$ cat src/core/dio_counter_defs.svh
`ifndef DIO_COUNTER_DEFS_SVH
`define DIO_COUNTER_DEFS_SVH

// register byte addresses (default peripheral map)
`define ADDR_IN_LOW      12'h07C
`define ADDR_IN_HIGH     12'h07D
`define ADDR_OUT_BYTE    12'h07C
`define ADDR_CNT0        12'h300
`define ADDR_CNT1        12'h304
`define ADDR_RSVD_C      12'h308
`define ADDR_RSVD_D      12'h30C
// own control registers
`define ADDR_GATE_CTRL   12'h400
`define ADDR_CNT_MODE0   12'h404
`define ADDR_CNT_MODE1   12'h408
`define ADDR_LIMIT0      12'h40C
`define ADDR_LIMIT1      12'h410
`define ADDR_LOAD0       12'h414
`define ADDR_LOAD1       12'h418
`define ADDR_LATCH0      12'h41C
`define ADDR_LATCH1      12'h420
`define ADDR_IRQ_RISE    12'h424
`define ADDR_IRQ_FALL    12'h428
`define ADDR_IRQ_STAT    12'h42C
`define ADDR_FILT_SEL    12'h430
`define ADDR_BASE_IN     12'h434
`define ADDR_BASE_OUT    12'h438
`define ADDR_BASE_CNT    12'h43C

// mode register fields
`define MODE_SEL_LSB     0
`define MODE_DOWN_BIT    2
`define MODE_DIRINV_BIT  3
`define MODE_HWEN_BIT    4
`define MODE_STOP_BIT    5
`define MODE_CMP_BIT     6

// filter times in ns
`define FILT_SHORT_NS    100000
`define FILT_LONG_NS     350000
`define CLK_PERIOD_NS    10
`define FILT_SHORT_CYC   (`FILT_SHORT_NS / `CLK_PERIOD_NS)
`define FILT_LONG_CYC    (`FILT_LONG_NS / `CLK_PERIOD_NS)

`define LIMIT_RESET      32'h7FFFFFFF
`define IRQ_INPUTS       10

`endif

$ cat src/core/dio_counter_pkg.sv
package dio_counter_pkg;
    typedef enum logic [1:0] {
        MODE_CONTINUOUS = 2'b00,
        MODE_SINGLE     = 2'b01,
        MODE_PERIODIC   = 2'b11
    } count_mode_t;

    typedef struct packed {
        logic [11:0] addr;
        logic [31:0] wdata;
        logic        wr;
        logic        rd;
    } bus_req_t;

    typedef struct packed {
        logic pulse;
        logic dir;
        logic gate;
        logic latch;
    } cnt_pins_t;
endpackage : dio_counter_pkg

$ cat src/core/digital_io_submodule.sv
// Strobed register access was decided locally.
`timescale 1ns/1ps
`default_nettype none
`include "dio_counter_defs.svh"

// Overview of operation
// - sixteen inputs, eight outputs, two counter channels sharing pins.
// - every input and output drives its own indicator; lit when active.
// - edge interrupts only configurable on the first ten inputs.
// - rising and falling edge interrupt enables are independent per input.
// - diagnostic interrupt only reports a lost hardware interrupt.
// - input filter delay chosen per group of four inputs.
// - setting 0.1 ms kept; any other setting uses 0.35 ms.
// - counter pins: 0.0-0.2 ch0, 0.3-0.5 ch1, latches 1.4 and 1.5.
// - output bits 0 and 1 are compare outputs of channels 0 and 1.
// - counter inputs stay readable; writes to counter-owned outputs ignored.
// - count pulses correctly to 5 kHz on both channels with the short filter setting.
// - each counter exposes its count as one 32-bit word.
// - without configuration inputs sit at addresses 124 and 125.
// - counts at 768 and 772; 776 and 780 reserved.
// - output byte at 124; output words 768 to 780 reserved.
// - configured start addresses replace the defaults when present.
// - continuous, single and periodic count modes per channel.
// - single/periodic reload start value at end value counting up, end value at 1 counting down.
// - internal gate from hardware and software gate; hardware part disableable.
// - hardware gate opens on rising, closes on falling gate input edge.
// - software gate follows the level of the software gate bit.
// - count readable via count output port and input address.
// - rising latch input captures the count into a readable holding register.
// - direction input sense may be inverted per channel.
// - stop mode freezes and resumes; cancel mode restarts from load value.
module digital_io_submodule
    import dio_counter_pkg::*;
#(
    parameter int unsigned FILT_SHORT = `FILT_SHORT_CYC,
    parameter int unsigned FILT_LONG  = `FILT_LONG_CYC
) (
    input  wire logic                      clk_i,
    input  wire logic                      sys_rst_i,
    input  wire dio_counter_pkg::bus_req_t bus_i,
    output logic [31:0]                    rdata_o,
    input  wire logic [15:0]               din_i,
    output logic [7:0]                     dout_o,
    output logic [15:0]                    din_led_o,
    output logic [7:0]                     dout_led_o,
    output logic                           hw_irq_o,
    output logic                           diag_irq_o,
    output logic [63:0]                    count_value_output_o
);
    import dio_counter_pkg::*;

    // debounce counter width; it must hold the long filter count at the
    // nominal clock, a narrower counter would wrap and never settle
    localparam int CW = 16;

    // two-flop synchronisers for the field inputs
    // field pins arrive with no relation to clk_i, so nothing but the
    // second synchroniser stage may be read by the filter logic
    logic [15:0] sync1_r;
    logic [15:0] sync2_r;
    always_ff @(posedge clk_i) begin
        if (sys_rst_i) begin
            sync1_r <= 16'h0000;
            sync2_r <= 16'h0000;
        end else begin
            sync1_r <= din_i;
            sync2_r <= sync1_r;
        end
    end

    // control registers
    // software-visible state; all of it returns to the defaults on
    // reset, so an unconfigured device answers at the default map
    logic [15:0]  irq_rise_r;
    logic [15:0]  irq_fall_r;
    logic [3:0]   filt_sel_r;
    logic [7:0]   out_r;
    logic [1:0]   software_gate_r;
    logic [6:0]   mode_r   [2];
    logic [31:0]  limit_r  [2];
    logic [31:0]  load_r   [2];
    logic [11:0]  base_in_r;
    logic [11:0]  base_out_r;
    logic [11:0]  base_cnt_r;

    // filtered inputs, one debounce counter per channel
    logic [15:0] filt_r;
    logic [CW-1:0] fcnt_r [16];
    genvar gi;
    generate
        for (gi = 0; gi < 16; gi++) begin : g_filt
            logic [CW-1:0] lim;
            // a level must stand for the whole delay before it is taken;
            // any bounce back to the old level restarts the count
            // short time only for the short setting, long otherwise
            assign lim = filt_sel_r[gi/4] ? CW'(FILT_SHORT) : CW'(FILT_LONG);
            always_ff @(posedge clk_i) begin
                if (sys_rst_i) begin
                    fcnt_r[gi] <= '0;
                    filt_r[gi] <= 1'b0;
                end else if (sync2_r[gi] == filt_r[gi]) begin
                    fcnt_r[gi] <= '0;
                end else if (fcnt_r[gi] >= lim - CW'(1)) begin
                    fcnt_r[gi] <= '0;
                    filt_r[gi] <= sync2_r[gi];
                end else begin
                    fcnt_r[gi] <= fcnt_r[gi] + CW'(1);
                end
            end
        end
    endgenerate

    // one-cycle delay of the filtered levels gives clean edge pulses
    // for interrupts, counting, gating and latching alike
    logic [15:0] filt_d_r;
    always_ff @(posedge clk_i) begin
        if (sys_rst_i) filt_d_r <= 16'h0000;
        else           filt_d_r <= filt_r;
    end
    wire logic [15:0] rise = filt_r & ~filt_d_r;
    wire logic [15:0] fall = ~filt_r & filt_d_r;

    // edge interrupts, first ten inputs only
    // pending bits are cleared by writing ones to the status word;
    // bit 16 clears the lost flag; an event on a still pending bit
    // is what the diagnostic flag reports
    logic [15:0] irq_pend_r;
    logic        lost_r;
    logic [15:0] irq_ev;
    logic [15:0] irq_clr;
    assign irq_ev = ((rise & irq_rise_r) | (fall & irq_fall_r))
                  & 16'h03FF;
    assign irq_clr = (bus_i.wr && bus_i.addr == `ADDR_IRQ_STAT) ?
                     bus_i.wdata[15:0] : 16'h0000;
    // set wins over a clear in the same cycle
    always_ff @(posedge clk_i) begin
        if (sys_rst_i) begin
            irq_pend_r <= 16'h0000;
            lost_r     <= 1'b0;
        end else begin
            irq_pend_r <= (irq_pend_r & ~irq_clr) | irq_ev;
            if ((irq_ev & irq_pend_r & ~irq_clr) != 16'h0000)
                lost_r <= 1'b1;
            else if (bus_i.wr && bus_i.addr == `ADDR_IRQ_STAT
                     && bus_i.wdata[16])
                lost_r <= 1'b0;
        end
    end
    assign hw_irq_o   = |irq_pend_r;
    assign diag_irq_o = lost_r;

    // counter channels
    // each channel steps once per filtered rising edge of its pulse
    // pin; the filter bounds the usable pulse rate, so the short
    // setting is needed for the top count frequency
    logic [31:0] cnt_r   [2];
    logic [31:0] latch_r [2];
    logic [1:0]  hardware_gate_r;
    logic [1:0]  cmp_out;
    logic [1:0]  igate;
    logic [1:0]  gate_d_r;
    logic [1:0]  done_r;
    generate
        for (gi = 0; gi < 2; gi++) begin : g_cnt
            cnt_pins_t p;
            logic      dir_up;
            logic      step;
            count_mode_t md;
            assign p.pulse = filt_r[3*gi];
            assign p.dir   = filt_r[3*gi+1];
            assign p.gate  = filt_r[3*gi+2];
            assign p.latch = filt_r[12+gi];
            assign md      = count_mode_t'(mode_r[gi][1:0]);
            assign dir_up  = p.dir ^ mode_r[gi][`MODE_DIRINV_BIT];
            assign step    = rise[3*gi] & igate[gi] & ~done_r[gi];

            // hardware gate is edge driven, not level driven
            // a gate pin already high at reset opens the gate once the filter
            // has taken its level, as the filtered level starts low
            always_ff @(posedge clk_i) begin
                if (sys_rst_i)                 hardware_gate_r[gi] <= 1'b0;
                else if (rise[3*gi+2])         hardware_gate_r[gi] <= 1'b1;
                else if (fall[3*gi+2])         hardware_gate_r[gi] <= 1'b0;
            end
            assign igate[gi] = software_gate_r[gi] &
                (hardware_gate_r[gi] | ~mode_r[gi][`MODE_HWEN_BIT]);

            always_ff @(posedge clk_i) begin
                if (sys_rst_i) gate_d_r[gi] <= 1'b0;
                else           gate_d_r[gi] <= igate[gi];
            end

            // count update; single mode reloads at the end of its range, then stops until regated in cancel mode
            // cancel mode reloads on every opening, the first one included
            always_ff @(posedge clk_i) begin
                if (sys_rst_i) begin
                    cnt_r[gi]  <= 32'h0000_0000;
                    done_r[gi] <= 1'b0;
                end else if (igate[gi] && !gate_d_r[gi]
                             && !mode_r[gi][`MODE_STOP_BIT]) begin
                    cnt_r[gi]  <= load_r[gi];
                    done_r[gi] <= 1'b0;
                end else if (step) begin
                    unique case (md)
                        MODE_CONTINUOUS:
                            cnt_r[gi] <= dir_up ? cnt_r[gi] + 32'h1
                                                : cnt_r[gi] - 32'h1;
                        default: begin
                            if (dir_up && cnt_r[gi] + 32'h1 >= limit_r[gi])
                            begin
                                cnt_r[gi]  <= load_r[gi];
                                done_r[gi] <= (md == MODE_SINGLE);
                            end else if (!dir_up && cnt_r[gi] <= 32'h1)
                            begin
                                cnt_r[gi]  <= limit_r[gi];
                                done_r[gi] <= (md == MODE_SINGLE);
                            end else begin
                                cnt_r[gi] <= dir_up ? cnt_r[gi] + 32'h1
                                                    : cnt_r[gi] - 32'h1;
                            end
                        end
                    endcase
                end
            end

            always_ff @(posedge clk_i) begin
                if (sys_rst_i)         latch_r[gi] <= 32'h0000_0000;
                else if (rise[12+gi])  latch_r[gi] <= cnt_r[gi];
            end
            // compare: set while the signed count is at or above the limit
            assign cmp_out[gi] = mode_r[gi][`MODE_CMP_BIT] &
                                 ($signed(cnt_r[gi]) >= $signed(limit_r[gi]));
        end
    endgenerate
    // both counts leave on one port so the controller may sample them
    // without a bus access
    assign count_value_output_o = {cnt_r[1], cnt_r[0]};

    // register writes; the hardware owns counter-driven output bits
    wire logic [11:0] wa = bus_i.addr;
    always_ff @(posedge clk_i) begin
        if (sys_rst_i) begin
            out_r      <= 8'h00;
            irq_rise_r <= 16'h0000;
            irq_fall_r <= 16'h0000;
            filt_sel_r <= 4'h0;
            software_gate_r  <= 2'h0;
            base_in_r  <= `ADDR_IN_LOW;
            base_out_r <= `ADDR_OUT_BYTE;
            base_cnt_r <= `ADDR_CNT0;
        end else if (bus_i.wr) begin
            if (wa == base_out_r) out_r <= bus_i.wdata[7:0];
            if (wa == `ADDR_IRQ_RISE) irq_rise_r <= bus_i.wdata[15:0];
            if (wa == `ADDR_IRQ_FALL) irq_fall_r <= bus_i.wdata[15:0];
            if (wa == `ADDR_FILT_SEL) filt_sel_r <= bus_i.wdata[3:0];
            if (wa == `ADDR_GATE_CTRL) software_gate_r <= bus_i.wdata[1:0];
            if (wa == `ADDR_BASE_IN)  base_in_r  <= bus_i.wdata[11:0];
            if (wa == `ADDR_BASE_OUT) base_out_r <= bus_i.wdata[11:0];
            if (wa == `ADDR_BASE_CNT) base_cnt_r <= bus_i.wdata[11:0];
        end
    end

    // per-channel configuration; reserved counter words take no write
    // a new limit takes effect on the next step; a limit below the
    // present count wraps on the next up step
    generate
        for (gi = 0; gi < 2; gi++) begin : g_cfg
            always_ff @(posedge clk_i) begin
                if (sys_rst_i) begin
                    mode_r[gi]  <= 7'h00;
                    limit_r[gi] <= `LIMIT_RESET;
                    load_r[gi]  <= 32'h0000_0000;
                end else if (bus_i.wr) begin
                    if (wa == `ADDR_CNT_MODE0 + 12'(4*gi))
                        mode_r[gi] <= bus_i.wdata[6:0];
                    if (wa == `ADDR_LIMIT0 + 12'(4*gi))
                        limit_r[gi] <= bus_i.wdata;
                    if (wa == `ADDR_LOAD0 + 12'(4*gi))
                        load_r[gi] <= bus_i.wdata;
                end
            end
        end
    endgenerate

    // outputs: compare-owned bits follow the counter, not software
    // the software value is still stored for an owned bit, so it
    // reappears on the pin once the compare function is switched off
    logic [7:0] dout;
    always_comb begin
        dout = out_r;
        if (mode_r[0][`MODE_CMP_BIT]) dout[0] = cmp_out[0];
        if (mode_r[1][`MODE_CMP_BIT]) dout[1] = cmp_out[1];
    end
    always_ff @(posedge clk_i) begin
        if (sys_rst_i) begin
            dout_o     <= 8'h00;
            dout_led_o <= 8'h00;
            din_led_o  <= 16'h0000;
        end else begin
            dout_o     <= dout;
            dout_led_o <= dout;
            din_led_o  <= filt_r;
        end
    end

    // read path, data stands the cycle after the strobe
    // unmapped and reserved addresses fall through to zero; the word is
    // cleared outside the read cycle so stale values never linger
    logic [31:0] rd_nxt;
    always_comb begin
        rd_nxt = 32'h0000_0000;
        if (bus_i.addr == base_in_r)
            rd_nxt = {24'h0, filt_r[7:0]};
        else if (bus_i.addr == base_in_r + 12'h1)
            rd_nxt = {24'h0, filt_r[15:8]};
        else if (bus_i.addr == base_cnt_r)
            rd_nxt = cnt_r[0];
        else if (bus_i.addr == base_cnt_r + 12'h4)
            rd_nxt = cnt_r[1];
        else if (bus_i.addr == `ADDR_LATCH0) rd_nxt = latch_r[0];
        else if (bus_i.addr == `ADDR_LATCH1) rd_nxt = latch_r[1];
        else if (bus_i.addr == `ADDR_LIMIT0) rd_nxt = limit_r[0];
        else if (bus_i.addr == `ADDR_LIMIT1) rd_nxt = limit_r[1];
        else if (bus_i.addr == `ADDR_LOAD0)  rd_nxt = load_r[0];
        else if (bus_i.addr == `ADDR_LOAD1)  rd_nxt = load_r[1];
        else if (bus_i.addr == `ADDR_IRQ_STAT)
            rd_nxt = {15'h0, lost_r, irq_pend_r};
        else if (bus_i.addr == `ADDR_GATE_CTRL)
            rd_nxt = {28'h0, hardware_gate_r, software_gate_r};
        else if (bus_i.addr == `ADDR_CNT_MODE0)
            rd_nxt = {24'h0, done_r[0], mode_r[0]};
        else if (bus_i.addr == `ADDR_CNT_MODE1)
            rd_nxt = {24'h0, done_r[1], mode_r[1]};
    end
    always_ff @(posedge clk_i) begin
        if (sys_rst_i)     rdata_o <= 32'h0000_0000;
        else if (bus_i.rd) rdata_o <= rd_nxt;
        else               rdata_o <= 32'h0000_0000;
    end
endmodule : digital_io_submodule
`default_nettype wire

$ cat config.mk
export PLATFORM = sky130hd
export DESIGN_NAME = digital_io_submodule
export DESIGN_NICKNAME = d
export VERILOG_FILES = /design/src/core/dio_counter_pkg.sv /design/src/core/digital_io_submodule.sv
export VERILOG_INCLUDE_DIRS = /design/src /design/src/core
export SDC_FILE = /design/constraint.sdc
export NUM_CORES = 2
export LEC_CHECK = 0
export BUFFER_PORTS_ARGS = -buffer_cell sky130_fd_sc_hd__buf_2
export CORE_MARGIN = 1.5
export CORE_UTILIZATION = 68
export CTS_CLUSTER_SIZE = 30
export DETAILED_ROUTE_END_ITERATION = 16
export GPL_TIMING_DRIVEN = 0
export PLACE_DENSITY = 0.83
export SLEW_MARGIN = 20
export SYNTH_ARGS = -nofsm -noshare
export SYNTH_HDL_FRONTEND = slang
export SYNTH_SLANG_ARGS = --single-unit
$ cat constraint.sdc
create_clock -name clk_i -period 8.3 [get_ports clk_i]
set_input_delay 1.66 -clock clk_i [delete_from_list [all_inputs] [get_ports clk_i]]
set_output_delay 1.66 -clock clk_i [all_outputs]
set_load 0.05 [all_outputs]
Yosys cells after proc, flatten, opt, wreduce, memory -nomap -nowiden
Memories as Yosys holds them, arrays and structs flattened.
Index checks and enable logic that the tools add are counted.
- output and inout port bits: 130
- memories: 6
- logic and storage cells: 662
- memory bits (writable): 526
- input bits: 64
- bits in registers: 197
- memory list (memory ; words ; width ; read ports ; clocked after memory_dff ; wr ports ; RTL line ; text):
    fcnt_r ; 16 ; 16 ; 16 ; 0 ; 16 ; digital_io_submodule.sv:88 ; logic [CW-1:0] fcnt_r [16];
    cnt_r ; 2 ; 32 ; 2 ; 0 ; 2 ; digital_io_submodule.sv:156 ; logic [31:0] cnt_r [2];
    latch_r ; 2 ; 32 ; 2 ; 0 ; 2 ; digital_io_submodule.sv:157 ; logic [31:0] latch_r [2];
    limit_r ; 2 ; 32 ; 2 ; 0 ; 2 ; digital_io_submodule.sv:80 ; logic [31:0] limit_r [2];
    load_r ; 2 ; 32 ; 2 ; 0 ; 2 ; digital_io_submodule.sv:81 ; logic [31:0] load_r [2];
    mode_r ; 2 ; 7 ; 2 ; 0 ; 2 ; digital_io_submodule.sv:79 ; logic [6:0] mode_r [2];
- muxes and demuxes: 363
- equality and inequality tests: 39
- add/subtract/negate cells: 26
- bitwise operators: 113
- reduce and logical (&&, ||, !) cells: 55
- magnitude comparators: 22
- operators by type and width (cell ; count):
    two-way mux 16 bit ; 53
    two-way mux 32 bit ; 26
    two-way mux 1 bit ; 276
    adder 16 x 1 -> 16 bit, second input constant ; 16
    >= comparator 16 bit ; 16
    == test 12 x 11 -> 1 bit, second input constant ; 16
    >= comparator 32 bit ; 4
    OR 1 bit ; 68
    adder 32 x 1 -> 32 bit, second input constant ; 2
    less-or-equal comparator 32 x 1 -> 1 bit, second input constant ; 2
    subtractor 16 x 1 -> 16 bit, second input constant ; 4
    subtractor 32 x 1 -> 32 bit, second input constant ; 2
    == test 12 bit ; 5
    AND reduction 2 bit ; 24
    two-way mux 8 bit ; 5
    bitwise AND 16 bit ; 2
    bitwise AND 10 bit ; 3
    inverter 1 bit ; 23
    two-way mux 17 bit ; 1
    bitwise AND 10 x 16 -> 16 bit ; 1
    == test 1 bit ; 16
    inverter 16 bit ; 1
    OR 16 x 10 -> 16 bit ; 1
    nonzero test 16 bit ; 1
    18 further kinds ; 50

Longest topological paths before layout
- depth after elaboration: 15
- mapped depth: 17
- depth with buffers taken out: 15

Least setup slack after synthesis
OpenSTA, ideal clock, no wires.
- path kind: register to register
- start: memory cnt_r[0][3]
- end: memory cnt_r[0][17] (data pin)
- slack: 4026 ps
- arrival: 4014 ps
- cell stages (with the launch flop): 17
- clock period less this slack: 4274 ps
- path buffers: 2
- cells stage by stage: edfxtp_1 > clkbuf_1 > nand4_1 > nor4_1 > and4_1 > nand3_1 > xnor2_1 > ha_1 > a21o_1 > a21o_1 > a21oi_1 > o21ai_0 > a211o_1 > nor2_1 > o21ai_1 > clkbuf_1 > a221o_1
- RTL lines (item ; RTL line):
    start, declared ; digital_io_submodule.sv:156

==> out/metrics.cfg <==
[outcome]
outcome = complete, no violations

[flow_run]
max-cap-violations = 0

[synthesis]
synthAdderAreaFrac = 0.0913
avgSynthCellArea_um2 = 9.97
synth.distinct_cells = 89
synth_area_leaders = edfxtp_1 36%, ha_1 9.1%, dfxtp_1 9.1%
synth_xor_area_frac = 0.0827
ys_seq_area_frac = 0.456
async_reset_ff_frac = 0
ys_seq_elements = 723
synth-compound-area-share = 0.117
synth.most_common_cell = nor2_1
synth_edf_count = 526
synth_area_leader_cell = edfxtp_1
synth.top_cell.area_share = 0.365
synthSimpleGateAreaFrac = 0.196
ys_top_cells_by_count = 573 x nor2_1, 526 x edfxtp_1, 316 x ha_1
synth.area.mux_share = 0.0221
synth_top_family_by_area = simple AND/OR/NAND/NOR gates
synth_warnings = 0
ys.flop_type = edfxtp_1
synth_cells = 4345
syn_area_um2 = 43300

[clock_network]
cts_tree = built
clockBufferDepth = 3
root_buffer = clkbuf_16
clk_pin_slew_ns = 0.06
hold_buffers = 0
cts_max_level = 3
cts-resized-gates = 0
cts_buffers = 79
insertion_delay_ns = 0.65
cts_setup_buffers = 0
clock_sinks = 723

[global_route]
antenna_found_initial = 19
grt_pass1_wl_mm = 201
overflow = 0
grt_max_degree = 33
grtUsageTotal = 0.401
grt_pass1_vias = 35428

[setup_path]
worstSetupEndpointType = register
critPathKind = reg -> reg
crit_required_ns = 8.77
path_max_fanout = 11
worstSetupStartpointType = register
cp.arrival_ns = 5.90

[route]
viasPerCell = 6.33
ant_nets = 0
drt_iter0_drc = 4485
drt_first_pass_iters = 10
wl_per_cell_um = 23.0
drt-total-wl_mm = 133
drc = 0
via_count = 36640

[finish]
nets = 5249
instances_no_fill = 5792
syn2layout_area_growth_pct = 13.0
multi_input_area_um2 = 23000
drive_gt1_frac = 0.0880
regArea_um2 = 19700
final_util = 0.778
nFillCells = 4292

[floorplanning]
die_area_um2 = 65200
start_util = 0.688
die_h_um = 255
core_area_um2 = 63000
die_w_um = 255
io_pins = 194
floorplan.rows = 92

[timing]
relSlewSlack = 0.163
timing.final.crit_share = 0.653
period_minus_slack_ns = 5.42
rsz0062_at_grt = false
drv_slew = 0
hold_viol_final = 0
worst_pin_slew_ns = 1.22
fmax_mhz = 184
setup_viol = 0
clock-skew-final_ns = 0.0286
setup-tns-final_ns = 0

[place]
gp_congestion = 1.04
dp.cells = 5634
hpwl_mm = 98.9
port_buffers = 184

[power_and_ir_drop]
p_leak_nw = 19.2
finalPower_w = 0.00836
ir_drop_mv = 0.171
p_per_area_nw_per_um2 = 171

[hold_path]
hp-class = reg -> reg

## metrics by stage
| step | hold slack [ns] | setup slack [ns] | instance area (um2) |
|---|---|---|---|
| after global routing | 0.457 | 2.57 | 48900 |
| after floorplan | 0.414 | 4.03 | 44300 |
| final | 0.438 | 2.88 | 49000 |
| after global placement | 0.420 | 2.18 | 46300 |
| after CTS | 0.443 | 3.01 | 48900 |
| after detailed placement | 0.429 | 2.66 | 46400 |
## state kept, by name, summed over array words and instances, names as in the netlist, 32 cells and up
name,count
limit_r,64
latch_r,64
load_r,64
cnt_r,64
rdata_o,32
fcnt_r,256
## final timing paths
path | from | to | slack, ns | cells past startpoint
worst max-delay path | cnt_r[0][0]$_DFFE_PP_ | cnt_r[0][11]$_DFFE_PP_ | 2.88 | 16
worst min register to register | sync1_r[14]$_SDFF_PP0_ | sync2_r[14]$_SDFF_PP0_ | 0.44 | 1
worst max register to register | cnt_r[0][0]$_DFFE_PP_ | cnt_r[0][11]$_DFFE_PP_ | 2.88 | 16
worst min-delay path | sync1_r[14]$_SDFF_PP0_ | sync2_r[14]$_SDFF_PP0_ | 0.44 | 1
## cells by family (layout without fill, tap and decap cells)
kind of cell,count (synthesis),count (layout)
fa+ha+maj,316,316
other cells,1,269
xor+xnor,409,409
flops,723,723
buf+inv,377,710
mux,95,95
compound gates,727,727
simple gates,1697,1697
## cell type report
class,instances,share of cell area
sequential,723,0.403
timing repair buffer,188,0.0206
multi-input combinational,3500,0.470
clock buffer,112,0.0473
buffer,257,0.0226
inverter,120,0.00920
antenna,13,0.000664
tap,846,0.0216
clock inverter,33,0.00519
## per-layer routing
layer | vias up | part of all wire | track usage
met1 | 17344 | 0.37 | 0.501
met5 | - | 0.00052 | 0
met4 | 12 | 0.071 | 0.251
met2 | 2110 | 0.45 | 0.640
li1 | 16647 | - | -
met3 | 527 | 0.10 | 0.0797
## layout by cell type, fill, tap and decap left out, types with 17 or more instances in the layout
master / netlist / layout
a21o_1: 35 / 33
o2111ai_1: 27 / 27
nor3_1: 70 / 70
and4_1: 25 / 25
a21oi_1: 133 / 133
o21ai_1: 32 / 32
nor2_1: 573 / 573
and2_1: 144 / 144
conb_1: 1 / 256
inv_1: 120 / 120
o22ai_1: 57 / 57
edfxtp_1: 526 / 526
a211oi_1: 33 / 33
nor2b_1: 94 / 94
clkbuf_16: 0 / 83
and3_1: 64 / 64
clkbuf_1: 185 / 201
a221oi_2: 19 / 19
buf_2: 45 / 229
nand4_1: 85 / 85
xor2_1: 213 / 213
o21ai_0: 120 / 120
a221o_1: 33 / 33
nand3_1: 161 / 160
nand2_1: 247 / 246
nor4_1: 31 / 31
o221ai_1: 17 / 17
xnor2_1: 196 / 196
nand2b_1: 29 / 27
dfxtp_1: 197 / 195
a31oi_1: 65 / 65
or3_1: 127 / 127
mux2i_1: 91 / 91
ha_1: 316 / 316
## critical path: stages, from the launching register on
cell      delay [ns]
edfxtp_1        0.64
ha_1            0.31
nand4_1         0.16
nor3_1          0.66
and4_1          0.33
clkbuf_1        0.24
nand4_1         0.15
xnor2_1         0.19
ha_1            0.32
nand4_1         0.11
nor3_1          0.28
nand2_1         0.16
a21oi_1         0.31
nor2_1          0.13
o21ai_1         0.55
clkbuf_1        0.45
a221o_1         0.28
## power breakdown
group / internal (W) / switching [W]
sequential: 0.00400 / 0.000134
clock: 0.00199 / 0.00153
combinational: 0.000222 / 0.000479
total: 0.00621 / 0.00215
Note: power is estimated with default switching activity, not from simulation.
